`config.mk`:
```
export PLATFORM = sky130hd
export DESIGN_NAME = flash_host_ctrl
export DESIGN_NICKNAME = d
export VERILOG_FILES = /design/src/verilog/flash_host_pkg.sv /design/src/verilog/flash_host_ctrl.sv /design/src/verilog/flash_cycle_timer.sv /design/src/verilog/flash_pin_register.sv
export SDC_FILE = /design/constraint.sdc
export NUM_CORES = 1
export LEC_CHECK = 0
export BUFFER_PORTS_ARGS = -buffer_cell sky130_fd_sc_hd__buf_2
export CAP_MARGIN = 20
export CORE_UTILIZATION = 49
export CTS_CLUSTER_DIAMETER = 200
export DETAILED_ROUTE_END_ITERATION = 10
export GPL_TIMING_DRIVEN = 0
export PLACE_DENSITY = 0.76
export RECOVER_POWER = 25
export SYNTH_ARGS = -nofsm -noshare
export SYNTH_HDL_FRONTEND = slang
export SYNTH_SLANG_ARGS = --single-unit
```
`constraint.sdc`:
```
create_clock -name ref_clk_i -period 2.7 [get_ports ref_clk_i]
set_input_delay 0.405 -clock ref_clk_i [delete_from_list [all_inputs] [get_ports ref_clk_i]]
set_output_delay 0.405 -clock ref_clk_i [all_outputs]
set_load 0.01 [all_outputs]
```
`src/verilog/flash_host_pkg.sv`:
```
/*
 * constants, types and register map of the parallel flash host controller.
 * assumes a 100 MHz reference clock and a 16-bit flash with a 21-bit word address.
 */
package flash_host_pkg;

    // widths
    localparam int ADDR_W = 21;                     // flash word address
    localparam int DATA_W = 16;                     // data_lines width
    localparam int TMR_W  = 16;                     // timer width

    // apb register offsets, one aligned word each
    localparam logic [11:0] OFS_CTRL   = 12'h000;   // write starts an operation
    localparam logic [11:0] OFS_ADDR   = 12'h004;   // target flash address
    localparam logic [11:0] OFS_WDATA  = 12'h008;   // data of the second write
    localparam logic [11:0] OFS_RDATA  = 12'h00C;   // last read result
    localparam logic [11:0] OFS_STATUS = 12'h010;   // controller state
    localparam logic [11:0] OFS_TIMING = 12'h014;   // strobe width in cycles

    // ctrl fields
    localparam int CTRL_OP_LSB  = 0;                // op code, 3 bits
    localparam int CTRL_CMD_LSB = 8;                // command byte, 8 bits

    // status fields
    localparam int ST_BUSY    = 0;                  // operation in progress
    localparam int ST_RYBY    = 1;                  // ready_busy_n pin level
    localparam int ST_RECOVER = 2;                  // waiting after reset
    localparam int ST_REFUSED = 3;                  // sticky, write 1 clears
    localparam int ST_IDMODE  = 4;                  // device left in identifier mode

    // operation codes
    localparam logic [2:0] OP_READ     = 3'h0;      // one read cycle
    localparam logic [2:0] OP_CMD      = 3'h1;      // one command write
    localparam logic [2:0] OP_SEQ      = 3'h2;      // command then data write
    localparam logic [2:0] OP_OTP_LOCK = 3'h3;      // lock customer otp area
    localparam logic [2:0] OP_RESET    = 3'h4;      // pulse reset_powerdown_n

    // flash commands and fixed data
    localparam logic [7:0]        CMD_READ_ARRAY = 8'hFF;
    localparam logic [7:0]        CMD_READ_ID    = 8'h90;
    localparam logic [7:0]        CMD_OTP_PROG   = 8'hC0;
    localparam logic [DATA_W-1:0] OTP_LOCK_DATA  = 16'hFFFD;
    localparam logic [ADDR_W-1:0] OTP_LOCK_ADDR  = 21'h000080;

    // timing
    localparam int          CLK_PERIOD_NS  = 10;
    localparam int          RESET_LOW_NS   = 100;
    localparam int          RESET_LOW_CYC  = (RESET_LOW_NS + CLK_PERIOD_NS - 1) / CLK_PERIOD_NS;
    localparam logic [7:0]  STROBE_CYC_RST = 8'h04;  // timing register reset value
    localparam logic [7:0]  STROBE_CYC_MIN = 8'h02;  // shorter widths are raised to this

    // sequencer states, gray along setup-strobe-hold-gap
    typedef enum logic [2:0] {
        S_IDLE    = 3'b000,
        S_SETUP   = 3'b001,
        S_STROBE  = 3'b011,
        S_HOLD    = 3'b010,
        S_GAP     = 3'b110,
        S_RST_LOW = 3'b111,
        S_RECOVER = 3'b101
    } state_type;

    // every pin that the host drives toward the flash
    typedef struct packed {
        logic                reset_powerdown_n;
        logic                chip_sel_n;
        logic                out_en_n;
        logic                write_en_n;
        logic                data_lines_oe_n;    // low while host drives data_lines
        logic [ADDR_W-1:0]   addr;
        logic [DATA_W-1:0]   data_lines;
    } flash_out_type;

    // pins during system reset: flash held in reset, bus released
    localparam flash_out_type PINS_RESET = '{
        reset_powerdown_n: 1'b0, chip_sel_n: 1'b1, out_en_n: 1'b1, write_en_n: 1'b1,
        data_lines_oe_n: 1'b1, addr: '0, data_lines: '0};

endpackage

```
`src/verilog/flash_host_ctrl.sv`:
```
/*
 * apb-programmed host controller for an asynchronous parallel flash:
 * read cycles, command writes, two-write sequences, otp lock and reset pulse.
 * assumes flash pins are synchronous to ref_clk_i and data_lines are resolved
 * outside from data_lines_oe_n; apb slave answers with zero wait states.
 */
// Decided for this implementation: the address map and register access over APB.
`timescale 1ns/100ps

module flash_host_ctrl #(
    parameter int RESET_TO_OUTPUT_NS = 1000,  // wake-up time before first read
    parameter int RESET_TO_WRITE_NS  = 1000   // wake-up time before first write
) (
    input  wire logic                              ref_clk_i,      // 100 MHz clock
    input  wire logic                              rst_i,          // sync reset, high
    input  wire logic                              psel_i,         // apb select
    input  wire logic                              penable_i,      // apb access phase
    input  wire logic                              pwrite_i,       // apb write
    input  wire logic [11:0]                       paddr_i,        // apb byte address
    input  wire logic [31:0]                       pwdata_i,       // apb write data
    output logic      [31:0]                       prdata_o,       // apb read data
    output logic                                   pready_o,       // apb ready
    output logic                                   pslverr_o,      // apb error
    input  wire logic [flash_host_pkg::DATA_W-1:0] data_lines_i,   // flash data in
    input  wire logic                              ready_busy_n_i, // flash busy pin level
    output flash_host_pkg::flash_out_type          flash_o         // all driven pins
);

    // wake-up counts, rounded up; the sequencer waits the longer of the two
    localparam int OUT_CYC = (RESET_TO_OUTPUT_NS + flash_host_pkg::CLK_PERIOD_NS - 1)
                             / flash_host_pkg::CLK_PERIOD_NS;
    localparam int WR_CYC  = (RESET_TO_WRITE_NS + flash_host_pkg::CLK_PERIOD_NS - 1)
                             / flash_host_pkg::CLK_PERIOD_NS;
    localparam int REC_RAW = (OUT_CYC > WR_CYC) ? OUT_CYC : WR_CYC;
    localparam int REC_CYC = (REC_RAW < 1) ? 1 : REC_RAW;
    localparam logic [flash_host_pkg::TMR_W-1:0] RECOVER_CNT =
        flash_host_pkg::TMR_W'(REC_CYC);
    localparam logic [flash_host_pkg::TMR_W-1:0] RESET_LOW_CNT =
        flash_host_pkg::TMR_W'(flash_host_pkg::RESET_LOW_CYC);
    localparam logic [flash_host_pkg::TMR_W-1:0] ONE_CNT = 16'h0001;

    // sequencer state
    flash_host_pkg::state_type state_reg, state_next;

    // software-visible registers
    logic [flash_host_pkg::ADDR_W-1:0] addr_reg;     // target address
    logic [flash_host_pkg::DATA_W-1:0] wdata_reg;    // data of second write
    logic [flash_host_pkg::DATA_W-1:0] rdata_reg;    // captured read data
    logic [7:0]                        strobe_reg;   // strobe width in cycles
    logic                              refused_reg;  // sticky refused access
    logic                              idmode_reg;   // device believed in id mode
    logic                              idmode_next;

    // per-operation registers
    logic [2:0]                        op_reg;       // running operation
    logic [7:0]                        cmd_reg;      // first-write command byte
    logic                              second_reg;   // second write in progress
    logic                              second_next;

    // pin levels for the next cycle
    flash_host_pkg::flash_out_type     pins_next;

    // timer hookup
    logic                              tmr_load;
    logic [flash_host_pkg::TMR_W-1:0]  tmr_value;
    logic                              tmr_done;

    // apb decode
    wire access    = psel_i & penable_i;
    wire idle      = (state_reg == flash_host_pkg::S_IDLE);
    wire hit_ctrl  = (paddr_i == flash_host_pkg::OFS_CTRL);
    wire hit_addr  = (paddr_i == flash_host_pkg::OFS_ADDR);
    wire hit_wdata = (paddr_i == flash_host_pkg::OFS_WDATA);
    wire hit_rdata = (paddr_i == flash_host_pkg::OFS_RDATA);
    wire hit_stat  = (paddr_i == flash_host_pkg::OFS_STATUS);
    wire hit_tim   = (paddr_i == flash_host_pkg::OFS_TIMING);
    wire mapped    = hit_ctrl | hit_addr | hit_wdata | hit_rdata | hit_stat | hit_tim;
    wire wr        = access & pwrite_i;
    // configuration may only change while the flash bus is quiet
    wire cfg_wr    = wr & (hit_ctrl | hit_addr | hit_wdata | hit_tim);
    wire cfg_ok    = cfg_wr & idle;
    wire refuse    = cfg_wr & ~idle;
    wire start     = cfg_ok & hit_ctrl;
    wire clr_ref   = wr & hit_stat & pwdata_i[flash_host_pkg::ST_REFUSED];
    wire [2:0] new_op  = pwdata_i[flash_host_pkg::CTRL_OP_LSB +: 3];
    wire [7:0] new_cmd = pwdata_i[flash_host_pkg::CTRL_CMD_LSB +: 8];
    wire op_is_read    = (op_reg == flash_host_pkg::OP_READ);
    wire op_two_write  = (op_reg == flash_host_pkg::OP_SEQ) |
                         (op_reg == flash_host_pkg::OP_OTP_LOCK);

    // status word
    wire [31:0] status_word = {27'h0000000,
                               idmode_reg,
                               refused_reg,
                               (state_reg == flash_host_pkg::S_RECOVER),
                               ready_busy_n_i,
                               ~idle};

    // read mux; unmapped reads give zero and an error
    assign prdata_o  = hit_ctrl  ? {16'h0000, cmd_reg, 5'h00, op_reg} :
                       hit_addr  ? {11'h000, addr_reg} :
                       hit_wdata ? {16'h0000, wdata_reg} :
                       hit_rdata ? {16'h0000, rdata_reg} :
                       hit_stat  ? status_word :
                       hit_tim   ? {24'h000000, strobe_reg} : 32'h00000000;
    assign pready_o  = 1'b1;                 // zero wait states
    assign pslverr_o = access & ~mapped;

    // data driven in each write: command byte first, then the second word
    wire [flash_host_pkg::DATA_W-1:0] second_data =
        (op_reg == flash_host_pkg::OP_OTP_LOCK) ? flash_host_pkg::OTP_LOCK_DATA : wdata_reg;
    wire [flash_host_pkg::ADDR_W-1:0] second_addr =
        (op_reg == flash_host_pkg::OP_OTP_LOCK) ? flash_host_pkg::OTP_LOCK_ADDR : addr_reg;
    wire [flash_host_pkg::DATA_W-1:0] cur_data = second_reg ? second_data : {8'h00, cmd_reg};
    wire [flash_host_pkg::ADDR_W-1:0] cur_addr = second_reg ? second_addr : addr_reg;

    // next state
    always_comb begin
        state_next  = state_reg;
        second_next = second_reg;
        case (state_reg)
            flash_host_pkg::S_IDLE: begin
                if (start) begin
                    // a reset pulse needs no bus cycle
                    state_next  = (new_op == flash_host_pkg::OP_RESET) ?
                                  flash_host_pkg::S_RST_LOW : flash_host_pkg::S_SETUP;
                    second_next = 1'b0;
                end
            end
            flash_host_pkg::S_SETUP: begin
                state_next = flash_host_pkg::S_STROBE;
            end
            flash_host_pkg::S_STROBE: begin
                if (tmr_done) begin
                    state_next = flash_host_pkg::S_HOLD;
                end
            end
            flash_host_pkg::S_HOLD: begin
                state_next = flash_host_pkg::S_GAP;
            end
            flash_host_pkg::S_GAP: begin
                // confirm write follows its command with no software gap
                if (op_two_write & ~second_reg) begin
                    state_next  = flash_host_pkg::S_SETUP;
                    second_next = 1'b1;
                end else begin
                    state_next  = flash_host_pkg::S_IDLE;
                    second_next = 1'b0;
                end
            end
            flash_host_pkg::S_RST_LOW: begin
                if (tmr_done) begin
                    state_next = flash_host_pkg::S_RECOVER;
                end
            end
            flash_host_pkg::S_RECOVER: begin
                // no access until both wake-up delays are over
                if (tmr_done) begin
                    state_next = flash_host_pkg::S_IDLE;
                end
            end
            default: begin
                state_next = flash_host_pkg::S_IDLE;
            end
        endcase
    end

    // timer reload on every state change, length chosen by the new state
    assign tmr_load  = (state_next != state_reg);
    assign tmr_value = (state_next == flash_host_pkg::S_STROBE)  ?
                           {8'h00, strobe_reg} :
                       (state_next == flash_host_pkg::S_RST_LOW) ? RESET_LOW_CNT :
                       (state_next == flash_host_pkg::S_RECOVER) ? RECOVER_CNT : ONE_CNT;

    // pin levels per state
    always_comb begin
        pins_next = flash_host_pkg::PINS_RESET;
        pins_next.reset_powerdown_n = 1'b1;
        pins_next.addr              = cur_addr;
        pins_next.data_lines        = cur_data;
        case (state_reg)
            flash_host_pkg::S_SETUP: begin
                pins_next.chip_sel_n      = 1'b0;
                pins_next.data_lines_oe_n = op_is_read;
            end
            flash_host_pkg::S_STROBE: begin
                pins_next.chip_sel_n      = 1'b0;
                // only one of the two strobes is ever low
                pins_next.out_en_n        = ~op_is_read;
                pins_next.write_en_n      = op_is_read;
                pins_next.data_lines_oe_n = op_is_read;
            end
            flash_host_pkg::S_HOLD: begin
                // write enable rises first, so it alone latches address and data
                pins_next.chip_sel_n      = 1'b0;
                pins_next.data_lines_oe_n = op_is_read;
            end
            flash_host_pkg::S_RST_LOW: begin
                pins_next.reset_powerdown_n = 1'b0;
            end
            default: begin
                // idle, gap and recover: deselected, bus released
                pins_next.chip_sel_n = 1'b1;
            end
        endcase
    end

    // device mode tracking: reset returns it to array mode
    always_comb begin
        idmode_next = idmode_reg;
        if (state_reg == flash_host_pkg::S_RST_LOW) begin
            idmode_next = 1'b0;
        end else if (state_reg == flash_host_pkg::S_HOLD & ~op_is_read & ~second_reg) begin
            if (cmd_reg == flash_host_pkg::CMD_READ_ID) begin
                idmode_next = 1'b1;
            end else if (cmd_reg == flash_host_pkg::CMD_READ_ARRAY) begin
                idmode_next = 1'b0;
            end
        end
    end

    // state and operation registers
    always_ff @(posedge ref_clk_i) begin
        if (rst_i) begin
            // wake with the flash held low long enough, then wait it out
            state_reg  <= flash_host_pkg::S_RST_LOW;
            second_reg <= 1'b0;
            idmode_reg <= 1'b0;
        end else begin
            state_reg  <= state_next;
            second_reg <= second_next;
            idmode_reg <= idmode_next;
        end
    end

    // software registers; writes while busy are dropped and flagged
    always_ff @(posedge ref_clk_i) begin
        if (rst_i) begin
            addr_reg   <= '0;
            wdata_reg  <= '0;
            strobe_reg <= flash_host_pkg::STROBE_CYC_RST;
            op_reg     <= flash_host_pkg::OP_READ;
            cmd_reg    <= flash_host_pkg::CMD_READ_ARRAY;
        end else begin
            if (cfg_ok & hit_addr) begin
                addr_reg <= pwdata_i[flash_host_pkg::ADDR_W-1:0];
            end
            if (cfg_ok & hit_wdata) begin
                wdata_reg <= pwdata_i[flash_host_pkg::DATA_W-1:0];
            end
            if (cfg_ok & hit_tim) begin
                // too short a strobe would leave no settled data to sample
                strobe_reg <= (pwdata_i[7:0] < flash_host_pkg::STROBE_CYC_MIN) ?
                              flash_host_pkg::STROBE_CYC_MIN : pwdata_i[7:0];
            end
            if (start) begin
                op_reg  <= new_op;
                cmd_reg <= new_cmd;
            end
        end
    end

    // refused flag: a new refusal wins over a clear in the same cycle
    always_ff @(posedge ref_clk_i) begin
        if (rst_i) begin
            refused_reg <= 1'b0;
        end else if (refuse) begin
            refused_reg <= 1'b1;
        end else if (clr_ref) begin
            refused_reg <= 1'b0;
        end
    end

    // read data sampled on the last strobe cycle, output enable still low
    always_ff @(posedge ref_clk_i) begin
        if (rst_i) begin
            rdata_reg <= '0;
        end else if (state_reg == flash_host_pkg::S_STROBE & tmr_done & op_is_read) begin
            rdata_reg <= data_lines_i;
        end
    end

    // interval timer, starts counting the reset pulse straight out of reset
    flash_cycle_timer #(
        .INIT_COUNT (RESET_LOW_CNT - 16'h0001)
    ) u_timer (
        .ref_clk_i (ref_clk_i),
        .rst_i     (rst_i),
        .load_i    (tmr_load),
        .value_i   (tmr_value),
        .done_o    (tmr_done)
    );

    // registered pins
    flash_pin_register u_pins (
        .ref_clk_i   (ref_clk_i),
        .rst_i       (rst_i),
        .pins_next_i (pins_next),
        .pins_o      (flash_o)
    );

endmodule

```
`src/verilog/flash_cycle_timer.sv`:
```
/*
 * down counter that times each sequencer state.
 * assumes load values of one or more; a load of n gives done after n cycles.
 */
`timescale 1ns/100ps

module flash_cycle_timer #(
    parameter logic [flash_host_pkg::TMR_W-1:0] INIT_COUNT = '0  // count taken at reset
) (
    input  wire logic                             ref_clk_i,  // 100 MHz clock
    input  wire logic                             rst_i,      // sync reset, high
    input  wire logic                             load_i,     // reload the count
    input  wire logic [flash_host_pkg::TMR_W-1:0] value_i,    // cycles to time
    output logic                                  done_o      // last cycle of interval
);

    logic [flash_host_pkg::TMR_W-1:0] count_reg;  // remaining cycles minus one
    logic [flash_host_pkg::TMR_W-1:0] count_next;

    // reload wins over counting; stop at zero
    assign count_next = load_i      ? value_i - 16'h0001 :
                        (|count_reg) ? count_reg - 16'h0001 : count_reg;
    assign done_o     = ~|count_reg;

    // counter
    always_ff @(posedge ref_clk_i) begin
        if (rst_i) begin
            count_reg <= INIT_COUNT;
        end else begin
            count_reg <= count_next;
        end
    end

endmodule

```
`src/verilog/flash_pin_register.sv`:
```
/*
 * output flops for every flash pin, so the pins never glitch.
 * assumes the sequencer computes the next pin levels one cycle ahead.
 */
`timescale 1ns/100ps

module flash_pin_register (
    input  wire logic                          ref_clk_i,   // 100 MHz clock
    input  wire logic                          rst_i,       // sync reset, high
    input  wire flash_host_pkg::flash_out_type pins_next_i, // levels for next cycle
    output flash_host_pkg::flash_out_type      pins_o       // registered pins
);

    // system reset holds the flash in reset too; the sequencer then keeps it low for the reset pulse
    always_ff @(posedge ref_clk_i) begin
        if (rst_i) begin
            pins_o <= flash_host_pkg::PINS_RESET;
        end else begin
            pins_o <= pins_next_i;
        end
    end

endmodule

```
# Yosys cells after proc, flatten, opt, wreduce, memory -nomap -nowiden
# Index checks and enable logic that the tools add are counted.
# op_classes
n_eq_ne,21
muxes,32
order_cmp,1
n_bitwise,30
n_reduce_logical,16
addsub,2
# ops
cell,n
$mux W21,4
$mux W16,5
$mux W8,5
$eq A12 B4 Y1 const B,2
$eq A12 B5 Y1 const B,2
$pmux W3 S7,1
$eq A3 B3 Y1 const B,6
$and A1 B1 Y1,17
$eq A8 B8 Y1 const B,2
$reduce_or A16 Y1,1
$sub A16 B1 Y16 const B,1
$eq A3 B2 Y1 const B,5
$mux W3,5
$mux W7,2
$eq A12 B3 Y1 const B,1
$logic_not A12 Y1,1
$mux W1,9
$sub A8 B1 Y9 const B,1
$lt A8 B2 Y1 const B,1
$reduce_bool A2 Y1,4
$reduce_or A2 Y1,4
$or A1 B1 Y1,7
$logic_not A3 Y1,2
$not A1 Y1,6
7 further kinds,8
# totals
register_bits,136

# Depth between registers and ports, before layout
# Gate-level depths: netlist of run 1.
# depth
ltp_word,15
depth_mapped,12

# By module
# From an unflattened synthesis of run 1, not the netlist that was laid out.
# unflattened
hier_cells,763
hier_area_um2,6867.8
# by_module_without_submodules
module,n_inst,seq_area_each_um2,cells_each,area_each_um2
flash_host_ctrl,1,1561.5,558,4610.7
flash_pin_register,1,840.8,88,1129.8
flash_cycle_timer,1,320.3,117,1127.3

# Worst setup path after synthesis of run 1
# OpenSTA, ideal clock, no wires.
# synth_timing
path_kind,input-to-reg
start,in paddr_i[7]
end,reg u_timer.count_reg[6] (netlist bit)
t_required_ps,2572
cell_stages,11
slack_ps,115
t_arrival_ps,2456
path_cell_list,nor4_1 -> and3_1 -> clkbuf_1 -> nand3_2 -> a311oi_1 -> nand2b_2 -> ha_1 -> inv_1 -> a21oi_4 -> mux2i_1 -> a211oi_2
# synth_between
elab_chain_cells,15
# synth_lines
element,line_no,text
start: declaration,flash_host_ctrl.sv:19,"input wire logic [11:0] paddr_i,"
$eq A12 B3 Y1 / $logic_not A12 Y1 (equally long branches),"flash_host_ctrl.sv:72, flash_host_ctrl.sv:71",
$or A1 B1 Y1 (3 in series),flash_host_ctrl.sv:80,wire cfg_wr = wr & (hit_ctrl | hit_addr | hit_wdata | hit_tim);
$and A1 B1 Y1,flash_host_ctrl.sv:80,
$and A1 B1 Y1,flash_host_ctrl.sv:81,wire cfg_ok = cfg_wr & idle;
$and A1 B1 Y1 *,flash_host_ctrl.sv:83,wire start = cfg_ok & hit_ctrl;
$mux W3 *,flash_host_ctrl.sv:123,if (start) begin
$pmux W3 S7 *,flash_host_ctrl.sv:121,case (state_reg)
$eq A3 B3 Y1,flash_host_ctrl.sv:173,(state_next == flash_host_pkg::S_RECOVER) ? RECOVER_CNT : ONE_CNT;
$mux W7,flash_host_ctrl.sv:173,
$mux W7,flash_host_ctrl.sv:172,(state_next == flash_host_pkg::S_RST_LOW) ? RESET_LOW_CNT :
$mux W8,flash_host_ctrl.sv:170,assign tmr_value = (state_next == flash_host_pkg::S_STROBE) ?
$sub A8 B1 Y9,flash_cycle_timer.sv:21,assign count_next = load_i ? value_i - 16'h0001 :
$mux W16,flash_cycle_timer.sv:21,
end signal: assignment,flash_cycle_timer.sv:30,count_reg <= count_next;
end: declaration,flash_cycle_timer.sv:17,logic [flash_host_pkg::TMR_W-1:0] count_reg;
# Mark *: on every way between the ends. The rest lies on a longest branch, timed or not.
# A chain may end at the register's enable or synchronous reset.

# Final worst setup path of run 1
# layout_timing
start,reg u_timer.count_reg[1] (netlist bit)
end,reg u_timer.count_reg[6] (netlist bit)
# layout_between
elab_chain_cells,9
# layout_lines
element,line_no
$reduce_or A16 Y1,"flash_cycle_timer.sv:22, flash_cycle_timer.sv:23"
"$mux W3, on equally long branches","flash_host_ctrl.sv:158, flash_host_ctrl.sv:134, flash_host_ctrl.sv:152"
$pmux W3 S7,flash_host_ctrl.sv:121
$eq A3 B3 Y1,flash_host_ctrl.sv:173
$mux W7,flash_host_ctrl.sv:173
$mux W7,flash_host_ctrl.sv:172
$mux W8,flash_host_ctrl.sv:170
$sub A8 B1 Y9,flash_cycle_timer.sv:21
$mux W16,flash_cycle_timer.sv:21
# Several ways; a longest one is shown, not always the timed one. The select of a mux whose other input is x is not followed.

==> results of run 1 <==
metrics by stage:
stage | utilization, % | hold WS [ns] | setup WS [ns] | instance area, µm²
2_1_floorplan | - | 0.429 | 0.115 | 6300
3_3_place_gp | 58.1 | 0.435 | -0.533 | 7100
3_5_place_dp | 58.1 | 0.442 | -0.498 | 7100
4_1_cts | 64.0 | 0.211 | -0.0487 | 7820
5_1_grt | 64.9 | 0.219 | -0.0295 | 7920
6_report | 64.9 | 0.219 | 0.0532 | 7920
area by class of cell:
class                      count  share of cell area [%]
buffer                        56                    3.36
clock buffer                  19                    5.59
sequential                   136                    34.4
multi-input combinational    586                    43.2
timing repair buffer         132                    8.15
inverter                      11                   0.521
tap                          168                    2.65
clock inverter                13                    2.12
worst max path at each step:
stage                     cells past startpoint                           endpoint  slack (ns)                         startpoint
after floorplan                              11  u_timer.count_reg[6]$_SDFFE_PP0P_        0.12                         paddr_i[7]
after global placement                       12  u_timer.count_reg[8]$_SDFFE_PP0P_       -0.53                         paddr_i[7]
after detailed placement                     12  u_timer.count_reg[8]$_SDFFE_PP0P_       -0.50                         paddr_i[7]
after CTS                                     9                        prdata_o[1]       -0.05                         paddr_i[7]
after global routing                         13  u_timer.count_reg[6]$_SDFFE_PP0P_       -0.03  u_timer.count_reg[1]$_SDFFE_PP0P_
final                                        13  u_timer.count_reg[6]$_SDFFE_PP0P_        0.05  u_timer.count_reg[1]$_SDFFE_PP0P_
cells in the final DEF, fill, tap and decap left out, types with 12 or more instances in the layout:
master     count
conb_1        12
o21ai_0       18
nand2_1      190
clkbuf_1      77
nand3_1       21
buf_2         78
buf_4         28
and2_1        21
a21oi_1       85
nor2_1        57
dfxtp_1      134
and3_1        18
clkbuf_16     17
power by group through the flow:
stage	clock network (mW)	registers, mW	logic (mW)
2_1_floorplan	0	2.21	0.593
3_3_place_gp	0	2.22	0.795
3_5_place_dp	0	2.22	0.799
4_1_cts	2.41	2.19	0.855
5_1_grt	2.50	2.21	1.07
6_report	2.40	2.20	0.984
tightest hold or removal path: cells and delay by family:
family,cells,cell delay [ns]
and+or+nand+nor,1,0.05
buffers and inverters,1,0.10
AOI/OAI and AO/OA,1,0.05
kinds of logic after synthesis:
family / count (synthesis) / share of synthesized area (%)
flops: 136 / 43.5
simple gates: 377 / 28.5
other cells: 2 / 0.120
xor+xnor: 14 / 1.96
compound gates: 166 / 16.6
buf+inv: 68 / 4.89
fa+ha+maj: 4 / 0.779
mux: 13 / 3.70
timing repair:
action,in CTS,in global routing
pin swaps,7,10
endpoints found under the hold margin,0,0
gates resized for setup,16,23
buffers inserted,6,9
setup endpoints to repair,17,43
metal layers:
layer	wire, µm	up-vias	GRT usage [%]
met4	403	0	10.6
met5	0	-	0
met1	8470	2887	43.5
met2	8200	403	42.2
met3	2360	42	8.17
li1	-	3000	-
==> summary.md, run 1 <==
| Metric | Value |
|---|---|
| DRT antenna net count | 0 |
| Detailed-route DRC error count | 0 |
| R2r endpoint | u_timer.count_reg[6]$_SDFFE_PP0P_ |
| Yosys top cell by area | dfxtp_1 |
| #FFs+latches synth | 136 |
| Synth top area cells | dfxtp_1, nand2_1, a21oi_1, nor2_1, mux4_2 |
| Total die area | 13200 µm² |
| Initial antenna violation count | 0 |
| Nets | 1009 |
| Pint | 4.01 mW |
| Hold EP | rdata_reg[7]$_SDFFE_PP0P_ |
| Core footprint | 12200 µm² |
| Switching portion of total power | 28.2% |
| Max-slew headroom | 47.4% |
| FF/Latch Area | 2730 µm² |
| First drt pass iteration count | 8 |
| Max-cap check violation count | 0 |
| Root buf cell | clkbuf_16 |
| Initial Util | 51.3% |
| Largest delay share family, worst path | compound AO/OA/AOI/OAI gates |
| Sequential-to-total area share from yosys stat | 43.5% |
| CTS Buf Count | 17 |
| CP max stage delay | 0.40 ns |
| Gr usage total | 29.9% |
| CP Cell Sequence | inv_1 -> ha_1 -> nor3b_4 -> nand4_4 -> o21ai_2 -> buf_4 -> a311oi_2 -> nand2b_4 -> ha_4 -> inv_1 -> a21oi_4 -> mux2i_1 -> a211oi_2 |
| # setup viols final | 0 |
| Sw power | 1.57 mW |
| Hold Path Class | in -> reg |
| Clock Power Share | 43.0% |
| Worst-Margin Slew | 0.782 ns |
| Area grow syn2layout | 26.5% |
| CP Launch Type | flip-flop |
| Count of non-filler cells in the finished layout | 1121 |
| Top-Level Pins | 142 |
| CTS Hold Buffers Added | 0 |
| CP max stage cell | dfxtp_1 |
| Number of synthesized flops with an enable pin | 0 |
| Filler Cells Inserted | 1117 |
| CTS Sinks | 136 |
| PwrDens | 704 nW/µm² |
| Max reg flops | 42 |
| Iter 0 DRT Violations | 622 |
| Vias in the first global route | 5488 |
| Worst r2r path cells | 13 |
| Pins Over Slew Limit | 0 |
| Vias/cell | 5.65 |
| TNS Setup | 0 ns |
| Commonest cells post-synth | nand2_1, dfxtp_1, a21oi_1, nor2_1, clkbuf_1 |
| Reg clk slew, reported paths | 0.06 ns |
| Netlist cell types | 69 |
| Tmin final | 2.65 ns |
| IO Port Bufs | 117 |
| CP required | 3.01 ns |
| Final hold vios | 0 |
| Mapped Cells | 780 |
| Routed wire length per instance | 17.3 µm |
| VDD IR-drop max | 537 µV |
| Yosys top cell area share | 43.5% |
| Reg-to-Reg Start | u_timer.count_reg[1]$_SDFFE_PP0P_ |
| Clk_lat worst skew | 0.43 ns |
| Dpl hpwl | 13.7 mm |
| Top-count cell post-synth | nand2_1 |
| Post-route clock period utilization | 98.0% |
| GRT Residual Overflow | 0 |
| Hold Path Origin | data_lines_i[7] |
| DIE HEIGHT | 115 µm |
| Hold path depth | 3 |
| Gate power share | 17.6% |
| Total wire length | 19.4 mm |
| First-pass GRT wire length | 29.6 mm |
| Reg2reg setup slack | 0.05 ns |
| Share of cells above drive strength 1 | 20.1% |
| CP Buf/Inv Count | 3 |
| Vias after detailed routing | 6332 |
| Multi-input logic area | 3420 µm² |
| Routability cong. | 0.970 |
| Syn_area_per_cell | 8.03 µm² |
| Outcome | complete, no violations |
| Die width | 115 µm |
| Total Power | 5.58 mW |
| CP Capture Type | flip-flop |
| Peak Freq | 0.378 GHz |
| Largest net degree at the start of global routing | 17 |
| Crit path DAT | 2.95 ns |
| CP Max Fanout | 5 |
| Clk buf depth | 2 |
| Crit Path Class | reg -> reg |
| Ant diodes | 0 |
| Number of warnings issued by yosys | 0 |
| Share of flip-flops with an asynchronous set or reset | 0% |
| Ys flop type | dfxtp_1 |
| Row count | 40 |
| LEAKAGE | 3.03 nW |
| CTS H-tree lvls | 4 |
| Synth Cell Area | 6260 µm² |
| Clock skew | 0.0133 ns |
| Reg power frac | 39.4% |
| Placed insts | 1075 |
| CTS tree | built |
| Most Frequent Cell on Critical Path | inv_1 |
Note: power is estimated with default switching activity, not from simulation.
==> inputs of run 2 (changes only) <==
--- a/config.mk
+++ b/config.mk
@@ -7,6 +7,7 @@
 export LEC_CHECK = 0
 export BUFFER_PORTS_ARGS = -buffer_cell sky130_fd_sc_hd__buf_2
 export CAP_MARGIN = 20
+export CORE_ASPECT_RATIO = 1.1
 export CORE_UTILIZATION = 49
 export CTS_CLUSTER_DIAMETER = 200
 export DETAILED_ROUTE_END_ITERATION = 10
==> run 2 against run 1 <==
Die area about the same. Combinational power shrank 2.1%. Total power up 3.5%. Sequential cell count is the same. Clock skew fell by 0.0057 ns. Global-route usage increased by 1.1 points. Wire length up 2.4%. Utilization rose by 0.20 points. Critical endpoint unchanged.
==> summary.md, run 2 (synthesis gave the netlist of run 1 again) <==
| Metric | Value |
|---|---|
| DRT antenna net count | 0 |
| Max-slew headroom | 44.8% |
| Area grow syn2layout | 27.2% |
| Routability cong. | 0.958 |
| Total die area | 13200 µm² |
| GRT Residual Overflow | 0 |
| Iter 0 DRT Violations | 504 |
| Pint | 4.19 mW |
| Commonest non-fill, non-tap cell in the layout | nand2_1 |
| CTS Hold Buffers Added | 0 |
| Share of cells above drive strength 1 | 19.9% |
| Gate power share | 16.7% |
| CTS tree | built |
| VDD IR-drop max | 624 µV |
| DIE HEIGHT | 121 µm |
| Final Worst Setup Slack | 0.0411 ns |
| Crit Path Class | reg -> reg |
| Total Power | 5.77 mW |
| Vias in the first global route | 5969 |
| Row count | 42 |
| Core footprint | 12200 µm² |
| CP Launch Type | flip-flop |
| LEAKAGE | 3.06 nW |
| Max-cap check violation count | 0 |
| Reg power frac | 38.1% |
| Routed wire length per instance | 18.0 µm |
| Worst r2r path cells | 10 |
| R2r endpoint | u_timer.count_reg[6]$_SDFFE_PP0P_ |
| Worst-Margin Slew | 0.825 ns |
| CTS H-tree lvls | 4 |
| Ant diodes | 0 |
| CP Capture Type | flip-flop |
| Reg-to-Reg Start | state_reg[0]$_SDFF_PP1_ |
| Clock Power Share | 45.2% |
| CP required | 3.01 ns |
| Root buf cell | clkbuf_16 |
| Die width | 110 µm |
| Detailed-route DRC error count | 0 |
| Most frequent cells in the layout | nand2_1, dfxtp_1, a21oi_1 |
| PwrDens | 724 nW/µm² |
| Hold Slack | 0.213 ns |
| RSZ-0062 raised after global routing | true |
| Pre-CTS WS | -0.559 ns |
| Top-Level Pins | 142 |
| Largest net degree at the start of global routing | 17 |
| Nets | 1008 |
| Post-Place Cell Area | 7080 µm² |
| CTS Buf Count | 17 |
| Switching portion of total power | 27.3% |
| Tmin final | 2.66 ns |
| Reg clk slew, reported paths | 0.06 ns |
| First drt pass iteration count | 5 |
| Pins Over Slew Limit | 0 |
| Final core occ | 65.1% |
| Clk buf depth | 2 |
| Final hold vios | 0 |
| Hold Path Class | in -> reg |
| Outcome | complete, no violations |
| Peak Freq | 0.376 GHz |
| Reg2reg setup slack | 0.04 ns |
| Gr usage total | 31.0% |
| # setup viols final | 0 |
| Clk_lat worst skew | 0.43 ns |
| Crit path DAT | 2.97 ns |
| Vias after detailed routing | 6422 |
| CTS Sinks | 136 |
| Vias/cell | 5.81 |
| Post-route clock period utilization | 98.5% |
| First-pass GRT wire length | 30.5 mm |
| CP Max Fanout | 8 |
| Dpl hpwl | 14.4 mm |
| Hold Path Origin | pwdata_i[16] |
| IO Port Bufs | 117 |
| Hold EP | addr_reg[16]$_SDFFE_PP0P_ |
| Hold path depth | 3 |
| Finished Cell Area | 7970 µm² |
| Max reg flops | 42 |
| Sw power | 1.58 mW |
| Initial Util | 51.2% |
| Total wire length | 19.9 mm |
| Clock skew | 0.00759 ns |
| Initial antenna violation count | 0 |
-- run 2: changes by cell type in the layout (fill, tap and decap cells not counted), sizes merged --
cell | previous run | this run
clkinv | 5 | 0
clkinvlp | 2 | 1
bufinv | 3 | 5
clkbuf | 98 | 100
buf | 109 | 106
inv | 14 | 17
-- run 2: stage by stage --
| step | std cells | TNS, ns |
|---|---|---|
| after floorplan | 790 | 0 |
| after global placement | 1061 | -7.69 |
| after detailed placement | 1061 | -8.32 |
| after CTS | 1098 | 0 |
| after global routing | 1105 | -0.239 |
| final | 1105 | 0 |
-- run 2: worst max path at each step --
stage | start | endpoint | slack (ns) | cells after the start
after global placement | paddr_i[7] | u_timer.count_reg[4]$_SDFFE_PP0P_ | -0.55 | 12
after detailed placement | paddr_i[7] | u_timer.count_reg[4]$_SDFFE_PP0P_ | -0.56 | 12
final | state_reg[0]$_SDFF_PP1_ | u_timer.count_reg[6]$_SDFFE_PP0P_ | 0.04 | 10
after floorplan | paddr_i[7] | u_timer.count_reg[6]$_SDFFE_PP0P_ | 0.12 | 11
after CTS | paddr_i[7] | prdata_o[1] | 0.02 | 9
after global routing | u_timer.count_reg[0]$_SDFFE_PP1P_ | u_timer.count_reg[6]$_SDFFE_PP0P_ | -0.08 | 12
-- run 2: critical path, stage by stage, from the launching register on --
cell      delay [ns]
dfxtp_2         0.36
or3_4           0.44
or2_4           0.30
or3_4           0.38
and2_4          0.19
nand2b_4        0.07
ha_2            0.18
inv_1           0.08
a21oi_4         0.21
mux2i_1         0.24
a211oi_2        0.08
-- run 2: power groups by stage --
stage	combinational [mW]	sequential [mW]	clock, mW
after floorplan	0.593	2.21	0
after global placement	0.795	2.22	0
after detailed placement	0.801	2.22	0
after CTS	0.857	2.18	2.62
after global routing	1.04	2.20	2.71
final	0.963	2.20	2.61
-- run 2: repair_timing --
action | 4_1_cts | 5_1_grt
buffers inserted | 6 | 7
pin swaps | 7 | 4
gates resized for setup | 18 | 24
endpoints found under the setup margin | 22 | 20
-- run 2: cell type report --
cell class | count | area [µm²]
Tap cell | 154 | 193
Clock inverter | 12 | 213
Buffer | 57 | 273
Fill cell | 1062 | 4280
Inverter | 11 | 41.3
Sequential cell | 136 | 2730
Timing Repair Buffer | 130 | 643
Clock buffer | 19 | 443
Multi-Input combinational cell | 586 | 3440
-- run 2: per-layer routing --
metal | GRT usage, % | up-vias | part of all wire [%]
li1 | - | 2994 | -
met1 | 37.0 | 2961 | 39
met2 | 50.0 | 380 | 48
met3 | 7.65 | 87 | 8.6
met4 | 18.5 | 0 | 5.2
met5 | 0 | - | 0
==> inputs of run 3 (changes only) <==
--- a/config.mk
+++ b/config.mk
@@ -8,12 +8,13 @@
 export BUFFER_PORTS_ARGS = -buffer_cell sky130_fd_sc_hd__buf_2
 export CAP_MARGIN = 20
 export CORE_ASPECT_RATIO = 1.1
-export CORE_UTILIZATION = 49
+export CORE_UTILIZATION = 54
 export CTS_CLUSTER_DIAMETER = 200
 export DETAILED_ROUTE_END_ITERATION = 10
 export GPL_TIMING_DRIVEN = 0
-export PLACE_DENSITY = 0.76
+export PLACE_DENSITY = 0.8
 export RECOVER_POWER = 25
+export SLEW_MARGIN = 20
 export SYNTH_ARGS = -nofsm -noshare
 export SYNTH_HDL_FRONTEND = slang
 export SYNTH_SLANG_ARGS = --single-unit
==> constraint.sdc (replaced) <==
create_clock -name ref_clk_i -period 2.6 [get_ports ref_clk_i]
set_input_delay 0.39 -clock ref_clk_i [delete_from_list [all_inputs] [get_ports ref_clk_i]]
set_output_delay 0.39 -clock ref_clk_i [all_outputs]
set_load 0.01 [all_outputs]
==> run 3 against run 2 <==
Critical endpoint unchanged. Sequential power grew 5%. Total power increased by 6.1%. Sequential cell count is the same. Non-clock buffer count did not move. Clock skew rose by 0.0063 ns. Clock-buffer cell count did not move. Global-route usage up 3.0 points. Cell count is 0.54% lower. Largest power group unchanged. Critical path depth stayed put. Fmax shrank 0.20%. Die area decreased by 9.1%. Wire length increased by 3.0%. The run now ends with setup timing left.
==> summary.md, run 3 (synthesis gave the netlist of run 1 again) <==
| Metric | Value |
|---|---|
| IO Port Bufs | 117 |
| Clock skew | 0.0139 ns |
| Nets | 1008 |
| First drt pass iteration count | 8 |
| Worst-Margin Slew | 0.943 ns |
| GRT Residual Overflow | 0 |
| Outcome | finished, violations left |
| Largest net degree at the start of global routing | 17 |
| CP Capture Type | flip-flop |
| Tmin final | 2.66 ns |
| Hold Path Class | in -> reg |
| Pins Over Slew Limit | 0 |
| Hold EP | rdata_reg[4]$_SDFFE_PP0P_ |
| Ant diodes | 0 |
| Reg-to-Reg Start | u_timer.count_reg[12]$_SDFFE_PP0P_ |
| Crit path DAT | 2.97 ns |
| Filler Cells Inserted | 920 |
| Failing checks | setup timing |
| Area grow syn2layout | 27.6% |
| CP Launch Type | flip-flop |
| RSZ-0062 raised after global routing | true |
| Initial antenna violation count | 0 |
| Clk buf depth | 2 |
| FF/Latch Area | 2740 µm² |
| First-pass GRT wire length | 31.5 mm |
| LEAKAGE | 3.06 nW |
| Top-Level Pins | 142 |
| CP required | 2.90 ns |
| Die width | 105 µm |
| Max-cap check violation count | 0 |
| Initial Util | 56.4% |
| Dpl hpwl | 14.0 mm |
| Most frequent cells in the layout | nand2_1, dfxtp_1, buf_2, a21oi_1, clkbuf_1 |
| Multi-input logic area | 3460 µm² |
| Reg2reg setup slack | -0.06 ns |
| PwrDens | 766 nW/µm² |
| Largest delay share family, worst path | compound AO/OA/AOI/OAI gates |
| Vias after detailed routing | 6598 |
| Commonest non-fill, non-tap cell in the layout | nand2_1 |
| Root buf cell | clkbuf_16 |
| CTS H-tree lvls | 4 |
| Gr usage total | 34.0% |
| DIE HEIGHT | 115 µm |
| Routability cong. | 0.943 |
| CP Buf/Inv Count | 1 |
| Final Worst Setup Slack | -0.0642 ns |
| Clk_lat worst skew | 0.43 ns |
| CP max stage delay | 0.39 ns |
| Row count | 40 |
| Total Power | 6.12 mW |
| Peak Freq | 0.375 GHz |
| Max-slew headroom | 36.7% |
| Share of cells above drive strength 1 | 22.0% |
| Hold path depth | 3 |
| Detailed-route DRC error count | 0 |
| VDD IR-drop max | 611 µV |
| CTS tree | built |
| Total die area | 12000 µm² |
| CP max stage cell | nor4_4 |
| Total wire length | 20.5 mm |
| Max reg flops | 42 |
| Post-route clock period utilization | 102% |
| R2r endpoint | u_timer.count_reg[6]$_SDFFE_PP0P_ |
| Routed wire length per instance | 18.6 µm |
| CP Cell Sequence | nor4_4 -> nand4_4 -> a311oi_4 -> a31oi_1 -> o21bai_1 -> ha_2 -> inv_2 -> a21oi_4 -> mux2i_1 -> a211oi_2 |
| CTS Buf Count | 17 |
| CP Max Fanout | 5 |
| # setup viols final | 10 |
| DRT antenna net count | 0 |
| Final core occ | 71.9% |
| Worst r2r path cells | 10 |
| Final hold vios | 0 |
| Core footprint | 11100 µm² |
| CTS Sinks | 136 |
| Vias/cell | 6.00 |
| Reg clk slew, reported paths | 0.06 ns |
| Hold Path Origin | data_lines_i[4] |
| Iter 0 DRT Violations | 754 |
| Crit Path Class | reg -> reg |
| Vias in the first global route | 6123 |
==> run 3: cell count changes in the layout (fill, tap and decap cells not counted), sizes merged <==
cell,before,now
buf,106,108
clkinv,0,5
inv,17,13
clkbuf,100,98
==> run 3: what timing repair did <==
action,4_1_cts,5_1_grt
buffers inserted,6,8
hold buffers,0,0
resized for setup,37,29
endpoints found under the setup margin,45,36
pin swaps,10,9
hold endpoints to repair,0,0
==> run 3: worst register-to-register path, delay by kind of cell, from the launching register on <==
family                     cells  cell delay [ns]
muxes                          1             0.25
and+or+nand+nor                2             0.63
buffers and inverters          1             0.06
DFF                            1             0.37
AOI/OAI and AO/OA              5             0.97
adders and majority gates      1             0.25
==> run 3: per-layer routing <==
metal	track usage [%]	vias up	wire length (µm)
met4	19.2	0	996
met5	0	-	0
met2	57.0	424	9800
met1	40.6	3091	7790
li1	-	2989	-
met3	7.82	94	1910
==> run 3: worst max path at each step <==
stage | startpoint | to | slack, ns | cells past startpoint
final | u_timer.count_reg[12]$_SDFFE_PP0P_ | u_timer.count_reg[6]$_SDFFE_PP0P_ | -0.06 | 10
after global routing | u_timer.count_reg[0]$_SDFFE_PP1P_ | u_timer.count_reg[6]$_SDFFE_PP0P_ | -0.14 | 12
after global placement | paddr_i[7] | u_timer.count_reg[10]$_SDFFE_PP0P_ | -0.50 | 12
after CTS | u_timer.count_reg[12]$_SDFFE_PP0P_ | u_timer.count_reg[6]$_SDFFE_PP0P_ | -0.007 | 10
after detailed placement | paddr_i[7] | u_timer.count_reg[14]$_SDFFE_PP0P_ | -0.56 | 12
after floorplan | state_reg[0]$_SDFF_PP1_ | u_timer.count_reg[6]$_SDFFE_PP0P_ | 0.03 | 10
==> run 3: where the power goes <==
part	total [mW]	internal [mW]	switching [mW]	leakage, nW
sequential	2.30	2.18	0.120	1.10
clock	2.68	1.74	0.943	0.320
combinational	1.14	0.517	0.626	1.64
total	6.12	4.44	1.69	3.06
==> run 3: through the flow <==
| step | instance area [µm²] | hold slack [ns] | TNS, ns | worst slack, ns | std cells |
|---|---|---|---|---|---|
| 2_1_floorplan | 6300 | 0.429 | 0 | 0.0257 | 790 |
| 3_3_place_gp | 7070 | 0.437 | -13.82 | -0.503 | 1054 |
| 3_5_place_dp | 7070 | 0.441 | -16.46 | -0.559 | 1054 |
| 4_1_cts | 7910 | 0.204 | -0.00690 | -0.00690 | 1091 |
| 5_1_grt | 7990 | 0.217 | -1.29 | -0.142 | 1099 |
| 6_report | 7990 | 0.203 | -0.419 | -0.0642 | 1099 |
==> run 3: final cells by class <==
class | instances | share of cell area (%)
tap | 147 | 2.30
buffer | 56 | 3.38
sequential | 136 | 34.2
clock inverter | 13 | 2.72
clock buffer | 19 | 5.54
inverter | 11 | 0.548
timing repair buffer | 131 | 7.98
multi-input combinational | 586 | 43.3
